`src/include/anlsl_defs.svh`:
```
// anlsl_defs.svh - constants for the link establishment and status led block
// assumes a 20 MHz system clock; times are converted to cycles here
`ifndef ANLSL_DEFS_SVH
`define ANLSL_DEFS_SVH

// ************************
// ability field bit positions
// ************************
`define ANLSL_AB_10HD       0
`define ANLSL_AB_10FD       1
`define ANLSL_AB_100HD      2
`define ANLSL_AB_100FD      3
`define ANLSL_AB_T4         4
`define ANLSL_AB_PAUSE      5
`define ANLSL_LOCAL_ABILITY 8'h0F

// ************************
// code word layout: ability in [12:5], acknowledge at 14
// ************************
`define ANLSL_CW_ABIL_LSB   5
`define ANLSL_CW_ACK        14
`define ANLSL_CW_SELECTOR   16'h0001

// ************************
// handshake counts
// ************************
`define ANLSL_MATCH_COUNT   3
`define ANLSL_ACK_SEND_MIN  6
`define ANLSL_ACK_SEND_MAX  8

// ************************
// timing: clock rate and hold-off interval
// ************************
`define ANLSL_CLK_HZ        20000000
`define ANLSL_HOLDOFF_MS    1500
`define ANLSL_HOLDOFF_CYC   ((`ANLSL_HOLDOFF_MS * `ANLSL_CLK_HZ) / 1000)
`define ANLSL_CW_GAP_US     16
`define ANLSL_CW_GAP_CYC    ((`ANLSL_CW_GAP_US * `ANLSL_CLK_HZ) / 1000000)

`endif

```
`src/include/anlsl_pkg.sv`:
```
// anlsl_pkg.sv - types for the link establishment and status led block
// assumes nothing beyond the defs header
package anlsl_pkg;

   // ************************
   // negotiation states
   // ************************
   typedef enum logic [2:0]
   {
      ST_HOLDOFF  = 3'b000,
      ST_DETECT   = 3'b001,
      ST_ACK_TX   = 3'b010,
      ST_ACK_DONE = 3'b011,
      ST_LINK_UP  = 3'b100
   } anlsl_state_t;

   // resolved technology
   typedef enum logic [2:0]
   {
      TECH_NONE   = 3'b000,
      TECH_10HD   = 3'b001,
      TECH_10FD   = 3'b010,
      TECH_100HD  = 3'b011,
      TECH_T4     = 3'b100,
      TECH_100FD  = 3'b101
   } anlsl_tech_t;

endpackage

```
`src/include/anlsl_led_if.sv`:
```
// anlsl_led_if.sv - link state handed from negotiation to the led driver
// assumes both ends share CLOCK_IN
`timescale 1ns/1ns
interface anlsl_led_if;
   logic link_up;
   logic speed_100;
   logic full_duplex;

   modport src (output link_up, output speed_100, output full_duplex);
   modport dst (input link_up, input speed_100, input full_duplex);
endinterface

```
`src/logic/anlsl_leds.sv`:
```
// anlsl_leds.sv - the four active-low status leds
// assumes link state arrives registered from the negotiation logic
`timescale 1ns/1ns
`include "anlsl_defs.svh"
module anlsl_leds
(
   // clock and reset
   input  wire logic  clk_in,
   input  wire logic  rst_n_in,
   // link state
   anlsl_led_if.dst   st,
   // activity and mode
   input  wire logic  tx_active_in,
   input  wire logic  rx_active_in,
   input  wire logic  repeater_mode_in,
   input  wire logic  loopback_in,
   input  wire logic  duplex_led_en_in,
   input  wire logic  forced_in,
   input  wire logic  forced_100_in,
   // leds, active low
   output logic       link_led_n_out,
   output logic       act_led_n_out,
   output logic       speed_led_n_out,
   output logic       duplex_indicator_n_out
);

   typedef struct packed
   {
      logic link_n;
      logic act_n;
      logic speed_n;
      logic duplex_indicator_n;
   } anlsl_led_state_t;

   anlsl_led_state_t r;
   anlsl_led_state_t next_r;

   // led decode
   always_comb
   begin
      next_r = r;
      next_r.link_n = !st.link_up;
      if (loopback_in)
         next_r.act_n = 1'b1;
      else if (repeater_mode_in)
         next_r.act_n = !rx_active_in;
      else
         next_r.act_n = !(rx_active_in || tx_active_in);
      if (forced_in)
         next_r.speed_n = !forced_100_in;
      else if (st.link_up)
         next_r.speed_n = !st.speed_100;
      next_r.duplex_indicator_n = !(duplex_led_en_in && st.link_up && st.full_duplex);
   end

   // led state register, all dark at reset
   always_ff @(posedge clk_in or negedge rst_n_in)
   begin
      if (!rst_n_in)
         r <= '1;
      else
         r <= next_r;
   end

   assign link_led_n_out         = r.link_n;
   assign act_led_n_out          = r.act_n;
   assign speed_led_n_out        = r.speed_n;
   assign duplex_indicator_n_out = r.duplex_indicator_n;

endmodule

```
`src/logic/anlsl_top.sv`:
```
// anlsl_top.sv - link establishment: hold-off, negotiation, parallel detect
// assumes a line front end that decodes received code words and link pulses
// Behaviour
// - negotiation runs only while the enable control bit is set
// - if negotiation fails, clear enable and use parallel detection
// - hardware reset or renegotiate command restarts link establishment
// - ability bits: 10HD,10FD,100HD,100FD,T4,pause; 6 and 7 reserved
// - advertise ability bits zero to three set
// - priority: 100FD, T4, 100HD, 10FD, 10HD
// - set acknowledge only after three matching partner code words
// - after three matching acked words send six to eight more, resolve
// - capture partner code word for software to read
// - on reset, link loss or command, hold long silent interval first
// - watch for both code word bursts and plain link pulses
// - after link is up, stop bursts, use normal link pulses
// - link led high until valid link, then low
// - adapter mode: activity led on for transmit or receive; the logic holds it dark while loopback is set
// - repeater mode: activity led on for receive only; the logic holds it dark while loopback is set
// - speed led on for 100, off for 10, holds on failure
// - forced speed sets speed led regardless of link
// - duplex indicator shows full duplex link when enabled
// - hardware reset or the soft reset bit reset the logic; soft reset leaves the led register and transmit word alone
`timescale 1ns/1ns
`include "anlsl_defs.svh"
module anlsl_top
#(
   parameter int HOLDOFF_CYC  = `ANLSL_HOLDOFF_CYC,
   parameter int ACK_SEND_CNT = `ANLSL_ACK_SEND_MIN
)
(
   // clock and reset
   input  wire logic        CLOCK_IN,
   input  wire logic        RST_N_IN,
   // control bits from the management register port
   input  wire logic        NEG_ENABLE_SET_IN,
   input  wire logic        RENEGOTIATE_IN,
   input  wire logic        SOFT_RESET_IN,
   input  wire logic        FORCE_SPEED_IN,
   input  wire logic        FORCE_100_IN,
   input  wire logic        FORCE_FULL_IN,
   input  wire logic        REPEATER_MODE_IN,
   input  wire logic        LOOPBACK_IN,
   input  wire logic        DUPLEX_LED_EN_IN,
   // line receive side
   input  wire logic        RX_CW_VALID_IN,
   input  wire logic [15:0] RX_CW_IN,
   input  wire logic        RX_LINK_PULSE_IN,
   input  wire logic        RX_100_IDLE_IN,
   input  wire logic        LINK_OK_IN,
   input  wire logic        TX_ACTIVE_IN,
   input  wire logic        RX_ACTIVE_IN,
   // line transmit side
   output logic             TX_CW_SEND_OUT,
   output logic [15:0]      TX_CW_OUT,
   output logic             TX_BURST_EN_OUT,
   output logic             TX_NATIVE_PULSE_EN_OUT,
   // status bits
   output logic             NEG_ENABLE_OUT,
   output logic [15:0]      PARTNER_CW_OUT,
   output logic             NEG_COMPLETE_OUT,
   output logic             PARALLEL_DET_OUT,
   output logic             LINK_UP_OUT,
   output logic             SPEED_100_OUT,
   output logic             FULL_DUPLEX_OUT,
   // leds, active low
   output logic             LINK_LED_N_OUT,
   output logic             ACT_LED_N_OUT,
   output logic             SPEED_LED_N_OUT,
   output logic             DUPLEX_INDICATOR_N_OUT
);

   // ************************
   // resolution function
   // ************************
   // fixed priority order
   function automatic anlsl_pkg::anlsl_tech_t resolve(input logic [7:0] common);
      anlsl_pkg::anlsl_tech_t t;
      t = anlsl_pkg::TECH_NONE;
      if (common[`ANLSL_AB_100FD])
         t = anlsl_pkg::TECH_100FD;
      else if (common[`ANLSL_AB_T4])
         t = anlsl_pkg::TECH_T4;
      else if (common[`ANLSL_AB_100HD])
         t = anlsl_pkg::TECH_100HD;
      else if (common[`ANLSL_AB_10FD])
         t = anlsl_pkg::TECH_10FD;
      else if (common[`ANLSL_AB_10HD])
         t = anlsl_pkg::TECH_10HD;
      return t;
   endfunction

   // ************************
   // state
   // ************************
   typedef struct packed
   {
      anlsl_pkg::anlsl_state_t st;
      logic [31:0]             timer;
      logic [1:0]              match_cnt;
      logic [3:0]              sent_cnt;
      logic [15:0]             last_cw;
      logic [15:0]             partner_cw;
      logic                    ack;
      logic                    neg_en;
      logic                    parallel;
      logic                    complete;
      logic                    link_up;
      logic                    speed_100;
      logic                    full;
      logic                    cw_send;
   } anlsl_core_t;

   anlsl_core_t r;
   anlsl_core_t next_r;
   logic [15:0] local_cw;
   logic        restart;
   anlsl_pkg::anlsl_tech_t tech;

   // advertise bits zero to three
   // built from the next ack, so a word launched with it carries it
   assign local_cw = `ANLSL_CW_SELECTOR
                   | {3'h0, `ANLSL_LOCAL_ABILITY, 5'h00}
                   | (16'(next_r.ack) << `ANLSL_CW_ACK);
   assign tech = resolve(`ANLSL_LOCAL_ABILITY & r.partner_cw[12:5]);
   assign restart = RENEGOTIATE_IN || (r.st == anlsl_pkg::ST_LINK_UP && !LINK_OK_IN);

   // ************************
   // negotiation sequencer
   // ************************
   always_comb
   begin
      next_r = r;
      next_r.cw_send = 1'b0;
      if (NEG_ENABLE_SET_IN)
         next_r.neg_en = 1'b1;
      // timer count-down: hold-off interval, then code word pacing while bursts run
      if (r.timer != 32'h0)
         next_r.timer = r.timer - 32'h1;
      if (restart)
      begin
         next_r.st       = anlsl_pkg::ST_HOLDOFF;
         next_r.timer    = 32'(HOLDOFF_CYC);
         next_r.link_up  = 1'b0;
         next_r.ack      = 1'b0;
         next_r.complete = 1'b0;
         next_r.parallel = 1'b0;
         next_r.match_cnt = 2'h0;
      end
      else
      begin
         case (r.st)
            anlsl_pkg::ST_HOLDOFF:
            begin
               if (r.timer == 32'h0)
               begin
                  next_r.st = anlsl_pkg::ST_DETECT;
                  next_r.match_cnt = 2'h0;
               end
            end
            anlsl_pkg::ST_DETECT, anlsl_pkg::ST_ACK_TX:
            begin
               if (r.neg_en && r.timer == 32'h0)
               begin
                  next_r.cw_send = 1'b1;
                  next_r.timer   = 32'(`ANLSL_CW_GAP_CYC);
               end
               if (RX_CW_VALID_IN && r.neg_en)
               begin
                  next_r.partner_cw = RX_CW_IN;
                  next_r.last_cw    = RX_CW_IN;
                  if (RX_CW_IN != r.last_cw)
                     next_r.match_cnt = 2'h1;
                  else if (r.match_cnt != 2'(`ANLSL_MATCH_COUNT))
                     next_r.match_cnt = r.match_cnt + 2'h1;
                  if (r.st == anlsl_pkg::ST_DETECT && RX_CW_IN == r.last_cw
                      && r.match_cnt == 2'(`ANLSL_MATCH_COUNT - 1))
                  begin
                     next_r.ack = 1'b1;
                     next_r.st  = anlsl_pkg::ST_ACK_TX;
                     next_r.match_cnt = 2'h0;
                  end
                  if (r.st == anlsl_pkg::ST_ACK_TX && RX_CW_IN[`ANLSL_CW_ACK]
                      && RX_CW_IN == r.last_cw
                      && r.match_cnt == 2'(`ANLSL_MATCH_COUNT - 1))
                  begin
                     next_r.st = anlsl_pkg::ST_ACK_DONE;
                     next_r.sent_cnt = 4'h0;
                  end
               end
               // partner sends plain pulses: parallel detect
               else if (r.st == anlsl_pkg::ST_DETECT
                        && (RX_LINK_PULSE_IN || RX_100_IDLE_IN))
               begin
                  next_r.neg_en    = 1'b0;
                  next_r.parallel  = 1'b1;
                  next_r.speed_100 = RX_100_IDLE_IN;
                  next_r.full      = 1'b0;
                  next_r.link_up   = 1'b1;
                  next_r.st        = anlsl_pkg::ST_LINK_UP;
               end
            end
            anlsl_pkg::ST_ACK_DONE:
            begin
               if (r.timer == 32'h0)
               begin
                  next_r.cw_send  = 1'b1;
                  next_r.timer    = 32'(`ANLSL_CW_GAP_CYC);
                  next_r.sent_cnt = r.sent_cnt + 4'h1;
               end
               if (r.sent_cnt == 4'(ACK_SEND_CNT))
               begin
                  next_r.complete  = 1'b1;
                  next_r.link_up   = (tech != anlsl_pkg::TECH_NONE);
                  next_r.speed_100 = (tech == anlsl_pkg::TECH_100FD)
                                  || (tech == anlsl_pkg::TECH_100HD)
                                  || (tech == anlsl_pkg::TECH_T4);
                  next_r.full      = (tech == anlsl_pkg::TECH_100FD)
                                  || (tech == anlsl_pkg::TECH_10FD);
                  next_r.st        = anlsl_pkg::ST_LINK_UP;
               end
            end
            anlsl_pkg::ST_LINK_UP:
            begin
               if (FORCE_SPEED_IN)
               begin
                  next_r.speed_100 = FORCE_100_IN;
                  next_r.full      = FORCE_FULL_IN;
               end
            end
            default:
               next_r.st = anlsl_pkg::ST_HOLDOFF;
         endcase
      end
   end

   always_ff @(posedge CLOCK_IN or negedge RST_N_IN)
   begin
      if (!RST_N_IN)
      begin
         r          <= '0;
         r.timer    <= 32'(HOLDOFF_CYC);
         r.neg_en   <= 1'b1;
      end
      else if (SOFT_RESET_IN)
      begin
         r          <= '0;
         r.timer    <= 32'(HOLDOFF_CYC);
         r.neg_en   <= 1'b1;
      end
      else
         r <= next_r;
   end

   // ************************
   // outputs and transmit word register
   // ************************
   logic [15:0] tx_cw;

   // word latched when a burst is launched
   always_ff @(posedge CLOCK_IN or negedge RST_N_IN)
   begin
      if (!RST_N_IN)
         tx_cw <= 16'h0000;
      else if (next_r.cw_send)
         tx_cw <= local_cw;
   end

   assign TX_CW_SEND_OUT         = r.cw_send;
   assign TX_CW_OUT              = tx_cw;
   assign TX_BURST_EN_OUT        = (r.st != anlsl_pkg::ST_HOLDOFF)
                                && (r.st != anlsl_pkg::ST_LINK_UP) && r.neg_en;
   assign TX_NATIVE_PULSE_EN_OUT = r.link_up;
   assign NEG_ENABLE_OUT         = r.neg_en;
   assign PARTNER_CW_OUT         = r.partner_cw;
   assign NEG_COMPLETE_OUT       = r.complete;
   assign PARALLEL_DET_OUT       = r.parallel;
   assign LINK_UP_OUT            = r.link_up;
   assign SPEED_100_OUT          = r.speed_100;
   assign FULL_DUPLEX_OUT        = r.full;

   // ************************
   // status leds
   // ************************
   anlsl_led_if led_st ();
   assign led_st.link_up     = r.link_up;
   assign led_st.speed_100   = r.speed_100;
   assign led_st.full_duplex = r.full;

   anlsl_leds u_leds
   (
      .clk_in                 (CLOCK_IN),
      .rst_n_in               (RST_N_IN),
      .st                     (led_st),
      .tx_active_in           (TX_ACTIVE_IN),
      .rx_active_in           (RX_ACTIVE_IN),
      .repeater_mode_in       (REPEATER_MODE_IN),
      .loopback_in            (LOOPBACK_IN),
      .duplex_led_en_in       (DUPLEX_LED_EN_IN),
      .forced_in              (FORCE_SPEED_IN),
      .forced_100_in          (FORCE_100_IN),
      .link_led_n_out         (LINK_LED_N_OUT),
      .act_led_n_out          (ACT_LED_N_OUT),
      .speed_led_n_out        (SPEED_LED_N_OUT),
      .duplex_indicator_n_out (DUPLEX_INDICATOR_N_OUT)
   );

endmodule

```
`config.mk`:
```
export PLATFORM = sky130hd
export DESIGN_NAME = anlsl_top
export DESIGN_NICKNAME = d
export VERILOG_FILES = /design/src/include/anlsl_pkg.sv /design/src/include/anlsl_led_if.sv /design/src/logic/anlsl_leds.sv /design/src/logic/anlsl_top.sv
export VERILOG_INCLUDE_DIRS = /design/src /design/src/include
export SDC_FILE = /design/constraint.sdc
export NUM_CORES = 1
export LEC_CHECK = 0
export BUFFER_PORTS_ARGS = -buffer_cell sky130_fd_sc_hd__buf_2
export CORE_MARGIN = 4
export CORE_UTILIZATION = 50
export CTS_BUF_LIST = sky130_fd_sc_hd__clkbuf_2 sky130_fd_sc_hd__clkbuf_4 sky130_fd_sc_hd__clkbuf_8
export CTS_CLUSTER_DIAMETER = 60
export DETAILED_ROUTE_END_ITERATION = 6
export HOLD_SLACK_MARGIN = 0.03
export PLACE_DENSITY = 0.74
export SYNTH_ARGS = -nofsm -noshare
export SYNTH_HDL_FRONTEND = slang
export SYNTH_SLANG_ARGS = --single-unit
```
`constraint.sdc`:
```
create_clock -name CLOCK_IN -period 3.4 [get_ports CLOCK_IN]
set_clock_uncertainty 0.15 [all_clocks]
set_input_delay 0.34 -clock CLOCK_IN [delete_from_list [all_inputs] [get_ports CLOCK_IN]]
set_output_delay 0.34 -clock CLOCK_IN [all_outputs]
set_load 0.02 [all_outputs]
```
# Word-level counts from Yosys, hierarchy flattened
# Cells that the tools add are included.
totals:
  inputBits: 33
  out_inout_bits: 45
  regBits: 91
op_classes:
  addsub: 3
  n_mux: 50
  n_reduce_logical: 51
  eq_ne: 32
op_table:
  columns: ["op", "n"]
  rows:
  - ["$mux 32", 3]
  - ["$mux 81", 1]
  - ["$pmux 32 s2", 1]
  - ["$mux 39", 1]
  - ["$mux 37", 1]
  - ["$mux 3", 12]
  - ["$mux 36", 1]
  - ["$mux 35", 1]
  - ["$logic_not 32->1", 1]
  - ["$reduce_bool 32->1", 1]
  - ["$sub 32x1->32 const B", 1]
  - ["$ne 3x3->1 const B", 10]
  - ["$reduce_bool 3->1", 7]
  - ["$ne 4x4->1 const B", 5]
  - ["$eq 16x16->1", 1]
  - ["$mux 2", 8]
  - ["$ne 16x16->1", 1]
  - ["$logic_and 1x1->1", 13]
  - ["$eq 3x2->1 const B", 4]
  - ["$mux 1", 12]
  - ["$mux 4", 3]
  - ["$ne 6x6->1 const B", 2]
  - ["$pmux 3 s4", 1]
  - ["$reduce_bool 4->1", 3]
  - ["other kinds (22)", 42]

# Depth between registers and ports, before layout
depth:
  ltp_word: 11
  ltp_mapped: 11
  ltp_nobuf: 10

# Modules after synthesis
# A second synthesis with hierarchy kept.
unflattened:
  cells_unflattened: 421
  hier_area_um2: 4025.1
by_module_without_submodules:
  columns: ["module", "seq_area_each_um2", "area_per_inst_um2", "instances", "cells_each"]
  rows:
  - ["anlsl_top", 1707.9, 3871.2, 1, 409]
  - ["anlsl_leds", 105.1, 153.9, 1, 12]

# Worst setup path before layout
# Ideal clock, no wire load.
synth_timing:
  path_type: "register -> register"
  startpoint: "register r[70] (netlist name)"
  endpoint: "register r[46] (netlist name)"
  setup_time_ps: 111
  required_time_ps: 3139
  slack_ps: 325
  stages_incl_launch_ff: 9
  n_path_buf: 1
  t_arrival_ps: 2814
  path_cell_list: "dfstp_2 -> or4_4 -> or3_4 -> or4_4 -> nor3_4 -> inv_4 -> buf_6 -> ha_1 -> o311ai_0"
synth_via:
  elab_chain_len: 6
  elab_cells_between_ends: 9
  cone_classes: "6 x mux; 3 x reduce/logical"
synth_rtl:
  columns: ["element", "line", "text"]
  rows:
  - ["start, declared", "anlsl_top.sv:113", "anlsl_core_t r;"]
  - ["start signal, assigned", "anlsl_top.sv:251", "r <= next_r;"]
  - ["$reduce_bool 32->1 or $logic_not 32->1 (tied branches)", "anlsl_top.sv:137, anlsl_top.sv:162, anlsl_top.sv:204", null]
  - ["$mux 32 or $logic_and 1x1->1 (tied branches)", "anlsl_top.sv:137, anlsl_top.sv:162", null]
  - ["$mux 32 (on tied branches)", "anlsl_top.sv:204, anlsl_top.sv:162", null]
  - ["$pmux 32 s2 (*)", "anlsl_top.sv:151", "case (r.st)"]
  - ["$mux 37 (*)", "anlsl_top.sv:139", "if (restart)"]
  - ["$mux 81 (*)", "anlsl_top.sv:244", "else if (SOFT_RESET_IN)"]
# Mark *: on every way between the ends. The rest lies on a longest branch, timed or not.
# A chain may end at the register's enable or synchronous reset.

# Worst setup path after layout
# Ends and elaborated chain as after synthesis.

==> impl_metrics.csv <==
group,metric,value,unit
detailed_routing,vias_per_cell,5.58,
power_and_ir_drop,p_sw_frac,0.286,
placement,routabilityCongestion,0.951,
final_layout,register_area,1810,µm²
final_layout,top_register,"r",
global_routing,grt_antenna_before_repair,0,
detailed_routing,drt-total-wl,9370,µm
setup_path,crit_buf_inv,1,
power_and_ir_drop,powerDensity,389,nW/µm²
clock_network,cts_num_sinks,71,
final_layout,largest_register_ffs,58,
setup_path,cp-end-kind,"register",
detailed_routing,num_vias,3285,
logic_synthesis,synth_edf_count,0,
global_routing,grt_max_degree,40,
final_layout,fin_nets,522,
hold_path,hp-start,"RX_CW_IN[1]",
setup_path,reg2reg_slack,0.22,ns
flow_run,max_cap_viol_count,0,
setup_path,reg2reg_to,"r[46]",
die,die_h,98.6,µm
hold_path,min_path_type,"primary input to register",
setup_path,startpoint_type,"register",
hold_path,hold_end,"r[25]",
timing,maxSlewViolCount,0,
logic_synthesis,ys_ff_latch,71,
placement,place_ws,0.220,ns
clock_network,cts_tree,"yes",
final_layout,drive_above_1_share,0.283,
clock_network,cts_max_level,3,
power_and_ir_drop,p_clk_frac,0.384,
clock_network,postCtsResizedCells,0,
logic_synthesis,synthTopCellsByArea,"dfrtp_1 26%, dfstp_2 19%, buf_4 5.7%",
setup_path,r2r_cells,7,
power_and_ir_drop,peakVddDrop,0.205,mV
placement,dpl.hpwl,6870,µm
clock_network,postCtsSetupBuffers,0,
final_layout,fill_cells,726,
logic_synthesis,synth.distinct_cells,58,
clock_network,clkLatencyLatePin,0.36,ns
logic_synthesis,ys.flop_type,"dfrtp_1",
timing,finalSetupTns,0,ns
power_and_ir_drop,netSwitchingPower,0.515,mW
clock_network,clock-root-buffer,"clkbuf_8",
die,io_pins,78,
timing,rsz0062_at_grt,"false",
setup_path,r2r-start,"r[70]",
detailed_routing,drt_iter0_drc,181,
die,dieWidth,98.6,µm
power_and_ir_drop,pwr-share-seq,0.491,
power_and_ir_drop,combPwrFrac,0.125,
global_routing,use_met3,0.0538,
setup_path,critPathSlowestCell,"or4_4",
timing,setup_slack,0.216,ns
logic_synthesis,synth_top_area_frac,0.256,
clock_network,clk_pin_slew,0.08,ns
global_routing,overflow,0,
setup_path,cpMostUsedCell,"or4_4",
setup_path,crit_family,"simple AND/OR/NAND/NOR gates",
placement,portBuffers,67,
logic_synthesis,yosysSeqAreaShare,0.442,
global_routing,grt_util_met1,0.274,
logic_synthesis,syn_area,4110,µm²
placement,dp_cells,567,
timing,fmax,0.314,GHz
clock_network,numCtsBuffers,9,
outcome,status,"completed",
timing,setup_viol,0,
die,num_rows,32,
detailed_routing,ant_nets,0,
final_layout,areaGrowthSynthToFinish,12.9,%
logic_synthesis,syn_area_per_cell,9.61,µm²
setup_path,crit_path_start,"r[70]",
setup_path,crit_type,"register to register",
timing,fin_crit_sh,0.936,
setup_path,path_cells,"or4_4 -> or3_4 -> or4_4 -> nor3_4 -> inv_4 -> ha_1 -> o311ai_0",
final_layout,multi_input_comb_area,1990,µm²
final_layout,antennaDiodeCount,0,
detailed_routing,dr.pass1.iters,4,
power_and_ir_drop,leakagePower,2.01,nW
timing,worst_pin_slew,0.700,ns
die,die_area,9720,µm²
global_routing,track_usage,0.198,
final_layout,stdcell_count,589,
power_and_ir_drop,total_power,1.80,mW
logic_synthesis,synth_area_leader_cell,"dfrtp_1",
detailed_routing,drcViolationCount,0,
setup_path,crit_fanout,12,
global_routing,grt_pass1_vias,3242,
timing,hold_viol,0,
detailed_routing,wl_per_cell,15.9,µm
logic_synthesis,syn_inst,427,
timing,slew-limit-headroom,0.529,
clock_network,clk_path_buf_depth,2,
setup_path,critPathRequiredTime,3.48,ns
setup_path,critPathMaxStageDelay,0.59,ns
die,start_util,0.523,
global_routing,busiest_layer,"met2",
global_routing,grt_first_pass_wirelength,15800,µm
hold_path,holdPathStages,2,
global_routing,globalRouteMet2Util,0.310,
power_and_ir_drop,power.internal,1.29,mW
logic_synthesis,async_flop_share,1.00,
setup_path,arrival,3.27,ns
timing,period_needed,3.18,ns
die,core_region_area,7850,µm²
logic_synthesis,yosysWarnings,0,
==> cell families after synthesis <==
logic type / Yosys count / synth area share
adder cells (fa/ha/maj): 7 / 0.0213
multiplexers: 7 / 0.0189
AO/OA/AOI/OAI: 89 / 0.157
flip-flops: 71 / 0.442
AND/OR/NAND/NOR: 155 / 0.195
other: 1 / 0.000913
XOR/XNOR: 38 / 0.0811
buffers and inverters: 59 / 0.0847
==> routing by layer <==
metal | wire length [µm] | up-vias
met5 | 0 | -
met4 | 107 | 0
met3 | 645 | 12
met2 | 4390 | 102
met1 | 4230 | 1578
li1 | - | 1593
==> metrics by stage <==
step                      utilization  hold WS, ns  instance area (µm²)
final                           0.591       0.0776                 4630
after global routing            0.591       0.0734                 4630
after CTS                       0.591       0.0689                 4630
after detailed placement        0.558        0.247                 4380
after global placement          0.558        0.252                 4380
after floorplan                     -       -0.106                 4140
==> timing repair <==
item                                    4_1_cts  5_1_grt
hold buffers                                  6        0
hold endpoints to repair                     45        0
endpoints found under the setup margin        0        0
==> power groups by stage <==
stage,clock network (mW),registers [mW],logic [mW]
2_1_floorplan,0,0.897,0.152
4_1_cts,0.702,0.886,0.227
3_5_place_dp,0,0.901,0.220
3_3_place_gp,0,0.900,0.216
6_report,0.693,0.886,0.226
5_1_grt,0.732,0.890,0.249
==> cells in the final DEF, fill, tap and decap left out, types with 7 or more instances in the layout <==
master,synthesis,final
dfstp_2,29,29
dfrtp_1,42,42
buf_4,31,8
nor4_1,15,13
nand3_1,13,13
o21ai_0,13,13
inv_1,12,12
nand2_1,36,36
a22o_1,16,16
conb_1,1,10
xnor2_1,15,15
ha_1,7,7
nor2_1,36,36
buf_2,0,67
a211oi_1,11,11
xor2_1,23,23
a21oi_1,19,19
clkbuf_8,0,9
nor3_1,14,14
==> cell type report <==
| type | instances | area share |
|---|---|---|
| Sequential cell | 71 | 0.391 |
| Clock inverter | 7 | 0.0157 |
| Inverter | 13 | 0.0111 |
| Tap cell | 102 | 0.0275 |
| Timing Repair Buffer | 81 | 0.0983 |
| Clock buffer | 9 | 0.0267 |
| Multi-Input combinational cell | 306 | 0.430 |
==> worst max-delay path by stage <==
stage	slack, ns	depth (start not counted)	endpoint
after global routing	0.08	7	r[46]
after global placement	0.38	7	r[46]
after detailed placement	0.22	7	r[46]
final	0.22	7	r[46]
after CTS	0.19	7	r[46]
after floorplan	0.32	8	r[46]
==> cell usage after synthesis (all sizes together), types with 7 or more instances <==
master,n
dfrtp,42
nand2,36
nor2,36
buf,33
dfstp,29
xor2,23
a21oi,19
a22o,16
nor3,15
nor4,15
xnor2,15
clkbuf,13
inv,13
nand3,13
o21ai,13
a211oi,11
ha,7
(Power assumes the default switching activity.)
